--- config.mk ---
export PLATFORM = sky130hd
export DESIGN_NAME = dac_clear_ctrl
export DESIGN_NICKNAME = d
export VERILOG_FILES = /design/src/dac_clear_pkg.sv /design/src/adc_sequencer.sv /design/src/dac_clear_ctrl.sv
export SDC_FILE = /design/constraint.sdc
export NUM_CORES = 1
export LEC_CHECK = 0
export ABC_CLOCK_PERIOD_IN_PS = 3000
export BUFFER_PORTS_ARGS = -buffer_cell sky130_fd_sc_hd__buf_4
export CAP_MARGIN = 10
export CORE_UTILIZATION = 45
export DETAILED_ROUTE_END_ITERATION = 16
export PLACE_DENSITY = 0.61
export SYNTH_ARGS = -nofsm -noshare
export SYNTH_HDL_FRONTEND = slang
export SYNTH_SLANG_ARGS = --single-unit
export TNS_END_PERCENT = 5
--- constraint.sdc ---
create_clock -name pclk -period 3 [get_ports pclk]
set_clock_uncertainty 0.15 [all_clocks]
set_input_delay 0.3 -clock pclk [delete_from_list [all_inputs] [get_ports pclk]]
set_output_delay 0.3 -clock pclk [all_outputs]
set_load 0.005 [all_outputs]
--- src/dac_clear_pkg.sv ---
// Constants and types shared by the clear-pin and data-ready block
package dac_clear_pkg;
  localparam int NUM_CHAN = 12;
  localparam int DAC_WIDTH = 12;
  localparam int ADDR_WIDTH = 8;
  localparam int CLK_MHZ = 125;
  // Time for one conversion cycle, in ns
  localparam int CONV_TIME_NS = 2000;
  localparam int CONV_CYCLES = (CONV_TIME_NS * CLK_MHZ + 999) / 1000;
  // Width of the auto-mode ready pulse, in ns
  localparam int PULSE_TIME_NS = 1000;
  localparam int PULSE_CYCLES = (PULSE_TIME_NS * CLK_MHZ) / 1000;
  localparam int CNT_WIDTH = 9;
  // Register byte offsets
  localparam logic [7:0] CTRL_OFFSET = 8'h00;
  localparam logic [7:0] GROUP_OFFSET = 8'h04;
  localparam logic [7:0] CODE_OFFSET = 8'h08;
  localparam logic [7:0] LOAD_OFFSET = 8'h0c;
  localparam logic [7:0] INT_STATUS_OFFSET = 8'h10;
  localparam logic [7:0] INT_MASK_OFFSET = 8'h14;
  localparam logic [7:0] GPIO_OFFSET = 8'h18;
  localparam logic [7:0] STATUS_OFFSET = 8'h1c;
  localparam logic [7:0] RESULT_OFFSET = 8'h20;
  localparam logic [7:0] DATA_BASE = 8'h40;
  localparam logic [7:0] LATCH_BASE = 8'h80;
  // Control register fields
  localparam int CTRL_AUTO_BIT = 0;
  localparam int CTRL_READY_EN_BIT = 1;
  localparam int CTRL_SENSOR2_EN_BIT = 2;
  localparam int CTRL_SYNC_LOAD_BIT = 3;
  localparam int CTRL_WIDTH = 4;
  // Event bits of status and mask
  localparam int EV_CONV_DONE = 0;
  localparam int EV_CLEAR_A = 1;
  localparam int EV_CLEAR_B = 2;
  localparam int EV_WIDTH = 3;
  // Reset values
  localparam logic [CTRL_WIDTH-1:0] CTRL_RESET = 4'h2;
  localparam logic [NUM_CHAN-1:0] GROUP_RESET = 12'h000;
  localparam logic [DAC_WIDTH-1:0] CODE_RESET = 12'h000;
  localparam logic [DAC_WIDTH-1:0] DATA_RESET = 12'h000;
  localparam logic [EV_WIDTH-1:0] MASK_RESET = 3'h0;
  typedef enum logic [1:0] {
    SEQ_IDLE = 2'b00,
    SEQ_CONVERT = 2'b01
  } seq_state_t;
endpackage : dac_clear_pkg

--- src/adc_sequencer.sv ---
// Conversion timing and data-ready pin generation
`timescale 1ns/1ps
`default_nettype none
module adc_sequencer
  import dac_clear_pkg::*;
(
  input wire logic pclk, // Clock
  input wire logic presetn, // Async reset, active low
  input wire logic trigger_fall, // Synchronised trigger falling edge
  input wire logic auto_mode, // Repeat conversions
  input wire logic ready_enable, // Ready indication active
  input wire logic result_read, // Result register read
  output logic busy, // Conversion in progress
  output logic conv_done, // End of a conversion cycle
  output logic result_ready_n // Data-ready pin, active low
);
  seq_state_t state;
  logic [CNT_WIDTH-1:0] conv_cnt;
  logic [CNT_WIDTH-1:0] pulse_cnt;
  logic hold_ready;
  logic end_cycle;

  assign end_cycle = (state == SEQ_CONVERT) && (conv_cnt == CNT_WIDTH'(CONV_CYCLES - 1));
  assign busy = (state == SEQ_CONVERT);

  always_ff @(posedge pclk or negedge presetn) begin
    if (!presetn) begin
      state <= SEQ_IDLE;
      conv_cnt <= '0;
    end else begin
      case (state)
        SEQ_IDLE: begin
          conv_cnt <= '0;
          if (trigger_fall) begin
            state <= SEQ_CONVERT;
          end
        end
        SEQ_CONVERT: begin
          if (end_cycle) begin
            conv_cnt <= '0;
            if (!auto_mode) begin
              state <= SEQ_IDLE;
            end
          end else begin
            conv_cnt <= conv_cnt + 1'b1;
          end
        end
        default: begin
          state <= SEQ_IDLE;
          conv_cnt <= '0;
        end
      endcase
    end
  end

  always_ff @(posedge pclk or negedge presetn) begin
    if (!presetn) begin
      conv_done <= 1'b0;
    end else begin
      conv_done <= end_cycle;
    end
  end

  // Direct mode: held until the result is read; a new end wins over the read
  always_ff @(posedge pclk or negedge presetn) begin
    if (!presetn) begin
      hold_ready <= 1'b0;
    end else if (conv_done && !auto_mode) begin
      hold_ready <= 1'b1;
    end else if (result_read || auto_mode) begin
      hold_ready <= 1'b0;
    end
  end

  always_ff @(posedge pclk or negedge presetn) begin
    if (!presetn) begin
      pulse_cnt <= '0;
    end else if (conv_done && auto_mode) begin
      pulse_cnt <= CNT_WIDTH'(PULSE_CYCLES);
    end else if (pulse_cnt != '0) begin
      pulse_cnt <= pulse_cnt - 1'b1;
    end
  end

  always_ff @(posedge pclk or negedge presetn) begin
    if (!presetn) begin
      result_ready_n <= 1'b1;
    end else if (!ready_enable) begin
      result_ready_n <= 1'b1;
    end else if (auto_mode) begin
      result_ready_n <= !((conv_done) || (pulse_cnt > CNT_WIDTH'(1)));
    end else begin
      result_ready_n <= !(hold_ready || (conv_done));
    end
  end
endmodule : adc_sequencer
`default_nettype wire

--- src/dac_clear_ctrl.sv ---
// DAC clear pins, data-ready pin and shared sensor pin with APB registers
`timescale 1ns/1ps
`default_nettype none
module dac_clear_ctrl
  import dac_clear_pkg::*;
(
  input wire logic pclk, // Clock, 125 MHz
  input wire logic presetn, // Async reset, active low
  input wire logic psel, // APB select
  input wire logic penable, // APB enable
  input wire logic pwrite, // APB write
  input wire logic [ADDR_WIDTH-1:0] paddr, // APB byte address
  input wire logic [31:0] pwdata, // APB write data
  output logic [31:0] prdata, // APB read data
  output logic pready, // APB ready
  output logic pslverr, // APB error on unmapped address
  input wire logic clear_group_a_n, // Clear pin A, active low
  input wire logic clear_group_b_n, // Clear pin B, active low
  input wire logic conversion_trigger_n, // Conversion trigger, active low
  input wire logic [DAC_WIDTH-1:0] adc_data, // Sample value from converter
  output logic result_ready_n, // Data-ready pin, active low
  input wire logic sensor2_pos_or_gpio_in, // Shared pin level
  output logic sensor2_pos_or_gpio_out, // Shared pin drive value
  output logic sensor2_pos_or_gpio_oe_n, // Shared pin enable, low drives
  output logic sensor2_active, // Pin routed to remote sensor
  output logic [NUM_CHAN*DAC_WIDTH-1:0] dac_latch_flat, // Output latch codes
  output logic irq // Interrupt, active high level
);
  ////////////////////////////////////////////////////////////////////////////
  function automatic logic in_bank(input logic [ADDR_WIDTH-1:0] addr,
                                   input logic [ADDR_WIDTH-1:0] base);
    logic [ADDR_WIDTH-1:0] off;
    off = addr - base;
    return (addr >= base) && (off[1:0] == 2'b00) && (off[ADDR_WIDTH-1:2] < NUM_CHAN);
  endfunction : in_bank

  function automatic logic [3:0] bank_index(input logic [ADDR_WIDTH-1:0] addr,
                                            input logic [ADDR_WIDTH-1:0] base);
    logic [ADDR_WIDTH-1:0] off;
    off = addr - base;
    return off[5:2];
  endfunction : bank_index

  ////////////////////////////////////////////////////////////////////////////
  logic [CTRL_WIDTH-1:0] ctrl;
  logic [NUM_CHAN-1:0] group_sel;
  logic [DAC_WIDTH-1:0] clear_code;
  logic [EV_WIDTH-1:0] int_status;
  logic [EV_WIDTH-1:0] int_mask;
  logic gpio_drive;
  logic [DAC_WIDTH-1:0] result;
  logic [DAC_WIDTH-1:0] data_reg [NUM_CHAN];
  logic [DAC_WIDTH-1:0] latch [NUM_CHAN];
  logic [1:0] clr_a_sync;
  logic [1:0] clr_b_sync;
  logic [1:0] trig_sync;
  logic [1:0] gpio_sync;
  logic trig_prev;
  logic clr_a_prev;
  logic clr_b_prev;
  logic trigger_fall;
  logic clear_a;
  logic clear_b;
  logic [NUM_CHAN-1:0] chan_clear;
  logic [NUM_CHAN-1:0] chan_clear_prev;
  logic [NUM_CHAN-1:0] pending;
  logic setup_phase;
  logic wr_access;
  logic rd_access;
  logic mapped;
  logic load_pulse;
  logic result_read;
  logic busy;
  logic conv_done;
  logic [EV_WIDTH-1:0] events;

  ////////////////////////////////////////////////////////////////////////////
  // Pin synchronisers
  // Edge detectors reset to the idle high level so reset gives no false edge
  always_ff @(posedge pclk or negedge presetn) begin
    if (!presetn) begin
      clr_a_sync <= 2'h3;
      clr_b_sync <= 2'h3;
      trig_sync <= 2'h3;
      gpio_sync <= 2'h3;
      trig_prev <= 1'b1;
      clr_a_prev <= 1'b1;
      clr_b_prev <= 1'b1;
    end else begin
      clr_a_sync <= {clr_a_sync[0], clear_group_a_n};
      clr_b_sync <= {clr_b_sync[0], clear_group_b_n};
      trig_sync <= {trig_sync[0], conversion_trigger_n};
      gpio_sync <= {gpio_sync[0], sensor2_pos_or_gpio_in};
      trig_prev <= trig_sync[1];
      clr_a_prev <= clr_a_sync[1];
      clr_b_prev <= clr_b_sync[1];
    end
  end

  assign trigger_fall = trig_prev && !trig_sync[1];
  assign clear_a = !clr_a_sync[1];
  assign clear_b = !clr_b_sync[1];

  // Each channel follows the clear pin of its group
  always_comb begin
    for (int i = 0; i < NUM_CHAN; i++) begin
      chan_clear[i] = group_sel[i] ? clear_b : clear_a;
    end
  end

  ////////////////////////////////////////////////////////////////////////////
  // APB decode
  assign setup_phase = psel && !penable;
  assign wr_access = psel && penable && pwrite && mapped;
  assign rd_access = psel && penable && !pwrite;
  assign pready = psel && penable;
  assign pslverr = psel && penable && !mapped;
  assign load_pulse = wr_access && (paddr == LOAD_OFFSET) && pwdata[0];
  assign result_read = rd_access && (paddr == RESULT_OFFSET);

  always_comb begin
    case (paddr)
      CTRL_OFFSET, GROUP_OFFSET, CODE_OFFSET, LOAD_OFFSET, INT_STATUS_OFFSET,
      INT_MASK_OFFSET, GPIO_OFFSET, STATUS_OFFSET, RESULT_OFFSET: mapped = 1'b1;
      default: mapped = in_bank(paddr, DATA_BASE) || in_bank(paddr, LATCH_BASE);
    endcase
  end

  always_ff @(posedge pclk or negedge presetn) begin
    if (!presetn) begin
      prdata <= '0;
    end else if (setup_phase) begin
      case (paddr)
        CTRL_OFFSET: prdata <= 32'(ctrl);
        GROUP_OFFSET: prdata <= 32'(group_sel);
        CODE_OFFSET: prdata <= 32'(clear_code);
        INT_STATUS_OFFSET: prdata <= 32'(int_status);
        INT_MASK_OFFSET: prdata <= 32'(int_mask);
        GPIO_OFFSET: prdata <= 32'({gpio_sync[1], gpio_drive});
        STATUS_OFFSET: prdata <= 32'({!result_ready_n, busy, clear_b, clear_a});
        RESULT_OFFSET: prdata <= 32'(result);
        default: begin
          if (in_bank(paddr, DATA_BASE)) begin
            prdata <= 32'(data_reg[bank_index(paddr, DATA_BASE)]);
          end else if (in_bank(paddr, LATCH_BASE)) begin
            prdata <= 32'(latch[bank_index(paddr, LATCH_BASE)]);
          end else begin
            prdata <= '0;
          end
        end
      endcase
    end
  end

  ////////////////////////////////////////////////////////////////////////////
  // Configuration registers
  always_ff @(posedge pclk or negedge presetn) begin
    if (!presetn) begin
      ctrl <= CTRL_RESET;
      group_sel <= GROUP_RESET;
      clear_code <= CODE_RESET;
      int_mask <= MASK_RESET;
      gpio_drive <= 1'b1;
    end else if (wr_access) begin
      case (paddr)
        CTRL_OFFSET: ctrl <= pwdata[CTRL_WIDTH-1:0];
        GROUP_OFFSET: group_sel <= pwdata[NUM_CHAN-1:0];
        CODE_OFFSET: clear_code <= pwdata[DAC_WIDTH-1:0];
        INT_MASK_OFFSET: int_mask <= pwdata[EV_WIDTH-1:0];
        GPIO_OFFSET: gpio_drive <= pwdata[0];
        default: begin
        end
      endcase
    end
  end

  // Data holding registers are written only by software
  always_ff @(posedge pclk or negedge presetn) begin
    if (!presetn) begin
      for (int i = 0; i < NUM_CHAN; i++) begin
        data_reg[i] <= DATA_RESET;
      end
    end else if (wr_access && in_bank(paddr, DATA_BASE)) begin
      data_reg[bank_index(paddr, DATA_BASE)] <= pwdata[DAC_WIDTH-1:0];
    end
  end

  ////////////////////////////////////////////////////////////////////////////
  // Output latches
  always_ff @(posedge pclk or negedge presetn) begin
    if (!presetn) begin
      chan_clear_prev <= '0;
    end else begin
      chan_clear_prev <= chan_clear;
    end
  end

  // A write in synchronous mode waits here for the load command
  always_ff @(posedge pclk or negedge presetn) begin
    if (!presetn) begin
      pending <= '0;
    end else begin
      for (int i = 0; i < NUM_CHAN; i++) begin
        if (chan_clear[i] || load_pulse) begin
          pending[i] <= 1'b0;
        end else if (wr_access && in_bank(paddr, DATA_BASE) &&
                     bank_index(paddr, DATA_BASE) == 4'(i)) begin
          pending[i] <= ctrl[CTRL_SYNC_LOAD_BIT];
        end
      end
    end
  end

  // Clear has priority; on release the latch takes the held data again
  // Only channels with a waiting write take the load command
  always_ff @(posedge pclk or negedge presetn) begin
    if (!presetn) begin
      for (int i = 0; i < NUM_CHAN; i++) begin
        latch[i] <= DATA_RESET;
      end
    end else begin
      for (int i = 0; i < NUM_CHAN; i++) begin
        if (chan_clear[i]) begin
          latch[i] <= clear_code;
        end else if (chan_clear_prev[i]) begin
          latch[i] <= data_reg[i];
        end else if (!ctrl[CTRL_SYNC_LOAD_BIT]) begin
          latch[i] <= data_reg[i];
        end else if (load_pulse && pending[i]) begin
          latch[i] <= data_reg[i];
        end
      end
    end
  end

  always_comb begin
    for (int i = 0; i < NUM_CHAN; i++) begin
      dac_latch_flat[i*DAC_WIDTH +: DAC_WIDTH] = latch[i];
    end
  end

  ////////////////////////////////////////////////////////////////////////////
  // Conversion sequencing
  adc_sequencer u_seq (
    .pclk(pclk),
    .presetn(presetn),
    .trigger_fall(trigger_fall),
    .auto_mode(ctrl[CTRL_AUTO_BIT]),
    .ready_enable(ctrl[CTRL_READY_EN_BIT]),
    .result_read(result_read),
    .busy(busy),
    .conv_done(conv_done),
    .result_ready_n(result_ready_n)
  );

  always_ff @(posedge pclk or negedge presetn) begin
    if (!presetn) begin
      result <= '0;
    end else if (conv_done) begin
      result <= adc_data;
    end
  end

  ////////////////////////////////////////////////////////////////////////////
  // Shared sensor / GPIO pin, open drain when used as GPIO
  assign sensor2_active = ctrl[CTRL_SENSOR2_EN_BIT];
  assign sensor2_pos_or_gpio_out = 1'b0;
  assign sensor2_pos_or_gpio_oe_n = sensor2_active || gpio_drive;

  ////////////////////////////////////////////////////////////////////////////
  // Interrupts: set wins over write-one-to-clear
  assign events[EV_CONV_DONE] = conv_done;
  assign events[EV_CLEAR_A] = clear_a && clr_a_prev;
  assign events[EV_CLEAR_B] = clear_b && clr_b_prev;

  always_ff @(posedge pclk or negedge presetn) begin
    if (!presetn) begin
      int_status <= '0;
    end else if (wr_access && paddr == INT_STATUS_OFFSET) begin
      int_status <= (int_status & ~pwdata[EV_WIDTH-1:0]) | events;
    end else begin
      int_status <= int_status | events;
    end
  end

  assign irq = |(int_status & int_mask);
endmodule : dac_clear_ctrl
`default_nettype wire

## Word-level counts from Yosys, hierarchy flattened

Index checks and enable logic that the tools add are counted.

- Eq/ne operators: 36
- $mul: 0
- Magnitude comparators: 8
- Mux-type cells: 110
- Reduce and logical (&&, ||, !) cells: 101
- Bitwise gates (word level): 7
- Add/subtract/negate cells: 4
- Shifts and indexed selects: 0
- Div/mod/pow operators: 0

Operators with widths:

| cell | count |
|---|---|
| 12-bit two-way mux | 55 |
| 144-bit bitwise mux | 1 |
| 12-bit binary-select mux with 4-bit select | 2 |
| 12-bit one-hot mux with 8 select lines | 1 |
| 12-bit demux with 4-bit select | 1 |
| 4-bit by 1-bit inequality test with 1-bit output, second input constant | 12 |
| 1-bit logical AND | 46 |
| 1-bit two-way mux | 41 |
| 9-bit two-way mux | 4 |
| 8-bit by 5-bit == test with 1-bit output, second input constant | 4 |
| 2-bit nonzero test | 14 |
| 1-bit logical OR | 17 |
| 4-bit by 3-bit == test with 1-bit output, second input constant | 4 |
| 4-bit == test, second input constant | 4 |
| 8-bit by 4-bit == test with 1-bit output, second input constant | 2 |
| 6-bit by 4-bit < comparator with 1-bit output, second input constant | 2 |
| 5-bit >= comparator, second input constant | 2 |
| 1-bit zero test | 10 |
| 4-bit inverter with 5-bit output | 2 |
| 2-bit AND reduction | 5 |
| 9-bit by 1-bit adder with 9-bit output, second input constant | 1 |
| 9-bit by 8-bit == test with 1-bit output, second input constant | 1 |
| 9-bit by 1-bit > comparator with 1-bit output, second input constant | 1 |
| 9-bit nonzero test | 1 |
| other kinds (25) | 33 |

- Word-level logic and storage cells: 324
- Memories: 0
- Output and inout bits: 183
- Latch bits: 0
- Bits in writable memories: 0
- Memory bits (read-only): 0
- Input port bits: 61
- Register bits: 425

## Depth between registers and ports, before layout

- Depth in word-level cells: 14
- Mapped depth: 9

## Modules after synthesis

From an unflattened synthesis, not the netlist that was laid out.

- Cells, all modules: 1,664
- Area total of the unflattened synthesis: 19,961.6 um2

By module, submodules not included:

| module | cells an instance | times used | area an instance (um2) |
|---|---|---|---|
| dac_clear_ctrl | 1,553 | 1 | 18,835.6 |
| adc_sequencer | 111 | 1 | 1,126.1 |

## Worst setup path before layout

No wires, ideal clock.

- Path type: input-to-reg
- From: input paddr[6]
- To: register latch (netlist bit dac_latch_flat[110])
- Data arrival time: 2,029 ps
- Slack: 678 ps
- Stages: 8
- Cells stage by stage: buf_2 > or4_1 > nor4_4 > buf_6 > a2111oi_2 > buf_2 > nand2_1 > o21ai_1

- Cells in the longest elaborated chain, start to end: 10

RTL lines:

| element | RTL line | source |
|---|---|---|
| start: declaration | dac_clear_ctrl.sv:12 | `input wire logic [ADDR_WIDTH-1:0] paddr,` |
| 8-bit by 7-bit subtractor with 8-bit output (tied with other cells) | -- |  |
| 6-bit by 4-bit < comparator with 1-bit output or 1-bit logical AND (tied branches) | dac_clear_ctrl.sv:34 | `return (addr >= base) && (off[1:0] == 2'b00) && (off[ADDR_WIDTH-1:2] < NUM_CHAN);` |
| 1-bit logical AND | dac_clear_ctrl.sv:34 |  |
| 1-bit logical OR | dac_clear_ctrl.sv:125 | `default: mapped = in_bank(paddr, DATA_BASE) \|\| in_bank(paddr, LATCH_BASE);` |
| 1-bit two-way mux | dac_clear_ctrl.sv:122 | `case (paddr)` |
| 1-bit logical AND | dac_clear_ctrl.sv:114 | `assign wr_access = psel && penable && pwrite && mapped;` |
| 1-bit logical AND (*) (2 in a row) | dac_clear_ctrl.sv:118 | `assign load_pulse = wr_access && (paddr == LOAD_OFFSET) && pwdata[0];` |
| 1-bit logical AND (*) | dac_clear_ctrl.sv:229 | `end else if (load_pulse && pending[i]) begin` |
| 4-bit by 1-bit inequality test with 1-bit output (no source line) (*) | -- |  |
| end signal: indexed assignment | dac_clear_ctrl.sv:226 | `latch[i] <= data_reg[i];` |
| end signal: indexed assignment | dac_clear_ctrl.sv:228 | `latch[i] <= data_reg[i];` |
| end signal: indexed assignment | dac_clear_ctrl.sv:230 | `latch[i] <= data_reg[i];` |
| end: declaration | dac_clear_ctrl.sv:53 | `logic [DAC_WIDTH-1:0] latch [NUM_CHAN];` |

Every way passes the cells marked *; elsewhere a longest branch is shown, timed or not.
A chain may end at the register's enable or synchronous reset.

## Final worst setup path

- From: register u_seq.pulse_cnt[5]
- To: register u_seq.pulse_cnt[5]

- Cells in the longest elaborated chain, start to end: 3

RTL lines:

| element | RTL line | source |
|---|---|---|
| start: declaration | adc_sequencer.sv:19 | `logic [CNT_WIDTH-1:0] pulse_cnt;` |
| start signal: assignment | adc_sequencer.sv:79 | `pulse_cnt <= CNT_WIDTH'(PULSE_CYCLES);` |
| start signal: assignment | adc_sequencer.sv:81 | `pulse_cnt <= pulse_cnt - 1'b1;` |
| 9-bit by 1-bit subtractor with 9-bit output | adc_sequencer.sv:81 |  |
| 9-bit two-way mux | adc_sequencer.sv:80 | `end else if (pulse_cnt != '0) begin` |
| 9-bit two-way mux | adc_sequencer.sv:78 | `end else if (conv_done && auto_mode) begin` |

Several ways; a longest one is shown, not always the timed one. The select of a mux whose other input is x is not followed.

==> flow_summary.ini <==
[floorplanning]
start_util_pct = 45.7
core.rowCount = 76
fp.dieW_um = 211
core_um2 = 43200
ios = 244
die-area_um2 = 44700
die_y_um = 211

[hold_path]
hold_start = pwdata[1]
hold-path-cell-count = 3
min_path_type = in -> reg

[yosys]
ys.flop_type = dfrtp_1
synth-async-reset-ratio_pct = 100
synth_edf_count = 0
synth_warnings = 0
syn_area_per_cell_um2 = 12.1
synthCells = 1635
syn_area_um2 = 19700
ys_seq_area_share_pct = 51.3
ys_ff_latch = 404
synth_cell_type_count = 62

[setup_path]
crit_arrival_ps = 2640
worstPathCellList = or4_1 > o41ai_1 > nor3_1 > xnor2_1 > nand2_1
cpMaxStageDelayCell = o41ai_1
cpLargestDelayFamily = simple AND/OR/NAND/NOR gates
crit_start = u_seq.pulse_cnt[5]
crit_cells = 5
rr_startpoint = u_seq.pulse_cnt[5]
cp_max_fo = 5
cp.required_ps = 3290
ff2ff_setup_slack_ps = 650
slowest_delay_ps = 660
crit_buf_inv = 0
cp-end-kind = flop
worstSetupPathType = reg -> reg
start_kind = flop
r2r_cells = 5

[finish]
mostFrequentLayoutCells = dfrtp_1, buf_4, nand2_1
drive_gt1_share_pct = 34.3
syn_to_final_growth_pct = 22.0
final_common_cell = dfrtp_1
nets = 1930
antennaDiodeCount = 0
fin_area_um2 = 24100
filler_cell_count = 3671

[global_route]
grt_first_pass_wirelength_um = 91600
gr-total-overflow = 0
grt_pass1_vias = 14400
antenna_found_initial = 0
track_usage_pct = 27.8
grt_max_degree = 78

[route]
vias = 14400
drcViolationCount = 0
wirelength_um = 61600
wl_per_cell_um = 24.8
drt.antenna.violating_nets = 0
drt_iter0_drc = 1383
viasPerCell = 5.79
first_pass_iters = 5

[sta]
drv_slew = 0
worst_pin_slew_ps = 949
setup_violations = 0
rsz0062_at_grt = no
max_clock_freq_ghz = 0.425
fin_setup_tns_ps = 0
min_period_over_period_pct = 78.4
fin_crit_ps = 2350
slew_headroom_pct = 36.7
finalHoldViolCount = 0

[place]
place_area_um2 = 22200
io_buffers = 202
gp_congestion = 0.952
place_hpwl_um = 43100

[power_and_ir_drop]
p_leak_nw = 11.6
powerDensity_nw_per_um2 = 517
ir_worst_vdd_mv = 0.381

[cts]
cts.clk_slew.worst_paths_ps = 50
cts_root_buf = clkbuf_16
cts_tree = yes
htree_levels = 2
cts_setup_buffers = 0
cts_made_buffers = 46
cts.sinks = 404
clkLatencyLatePin_ps = 580
cts_buffer_depth = 3

[job]
drv_cap = 0

[status]
status = finished clean
-- Yosys cell counts (3+ instances only) --
master | number | area share, %
buf_2 | 32 | 0.81
a32oi_1 | 5 | 0.22
nor2b_1 | 9 | 0.29
nand3_1 | 13 | 0.33
buf_1 | 15 | 0.29
nand2b_1 | 7 | 0.22
a2111oi_2 | 7 | 0.53
nand2_1 | 205 | 3.9
mux4_2 | 56 | 6.4
nor3_1 | 26 | 0.66
o22ai_1 | 5 | 0.16
dfstp_2 | 14 | 1.9
a221oi_1 | 3 | 0.13
clkbuf_1 | 74 | 1.4
and2_1 | 3 | 0.095
nand4_1 | 6 | 0.19
o211ai_1 | 7 | 0.27
o21ai_1 | 84 | 2.1
xnor2_1 | 11 | 0.49
mux2i_1 | 203 | 10
dfrtp_1 | 390 | 49
a21oi_1 | 12 | 0.30
and3_1 | 12 | 0.38
nor4_1 | 4 | 0.13
a32o_1 | 5 | 0.25
a22o_1 | 8 | 0.36
a22oi_1 | 23 | 0.88
inv_1 | 12 | 0.23
a2111oi_1 | 5 | 0.25
or4_1 | 3 | 0.11
nor2_1 | 32 | 0.61
a31oi_1 | 6 | 0.19
mux2_2 | 195 | 11
buf_4 | 28 | 1.1
a221o_1 | 4 | 0.20
o21ai_0 | 66 | 1.7
ha_1 | 4 | 0.25
a2111oi_0 | 6 | 0.27
a211oi_1 | 4 | 0.15
-- power by group --
part           leakage [nW]  switching (mW)  internal [mW]  total, mW
clock network         0.757            2.31           3.44       5.75
registers              5.52           0.148           5.59       5.74
logic                  5.34           0.555          0.403      0.958
total                  11.6            3.02           9.43       12.4
-- worst paths after layout --
kind / endpoint
max: u_seq.pulse_cnt[5]
min: int_status[1]
max reg2reg: u_seq.pulse_cnt[5]
min reg2reg: clr_b_sync[1]
max in group asynchronous: data_reg[102]
min in group asynchronous: u_seq.state[0]
-- cells by family after synthesis --
family	synth area share [%]
and+or+nand+nor	7.50
buffers and inverters	3.86
muxes	27.8
adders and majority gates	0.254
xor gates and xnor gates	0.577
AOI/OAI and AO/OA	8.63
other	0.0190
DFF	51.3
-- stage by stage --
step / power (mW) / utilization (%) / cells / hold slack [ps] / setup slack (ps)
3_5_place_dp: 6.76 / 51.5 / 2373 / 188 / 162
2_1_floorplan: 6.26 / - / 1655 / -146 / 678
6_report: 12.4 / 55.7 / 2487 / 21.9 / 648
5_1_grt: 12.8 / 55.7 / 2487 / 33.0 / 533
3_3_place_gp: 6.74 / 51.5 / 2373 / 191 / 197
4_1_cts: 12.5 / 55.7 / 2486 / 3.90 / 559
-- layer usage --
metal,vias to the layer above,wire (µm),part of all wire [%],GRT usage [%]
met4,0,1420,2.3,8.10
met1,7356,26800,44,38.7
li1,6371,-,-,-
met3,101,4080,6.6,4.75
met2,560,29200,47,44.7
met5,-,0,0,0
-- layout make-up --
type / instances / area [µm²] / area share (%)
clock inverter: 12 / 145 / 0.603
multi-input combinational: 1089 / 9080 / 37.8
timing repair buffer: 312 / 2540 / 10.5
inverter: 12 / 45.0 / 0.187
tap: 585 / 732 / 3.04
clock buffer: 73 / 1390 / 5.79
sequential: 404 / 10100 / 42.1
-- worst min-delay path, cell delays in order --
cell and delay (ps):
buf_4 200, nand2_1 90, a22o_1 110
-- repair_timing --
item                      4_1_cts  5_1_grt
gates resized for setup         0        0
hold buffers                   28        0
hold endpoints to repair      204        0
No activity file was read; power rests on OpenSTA's default activity.
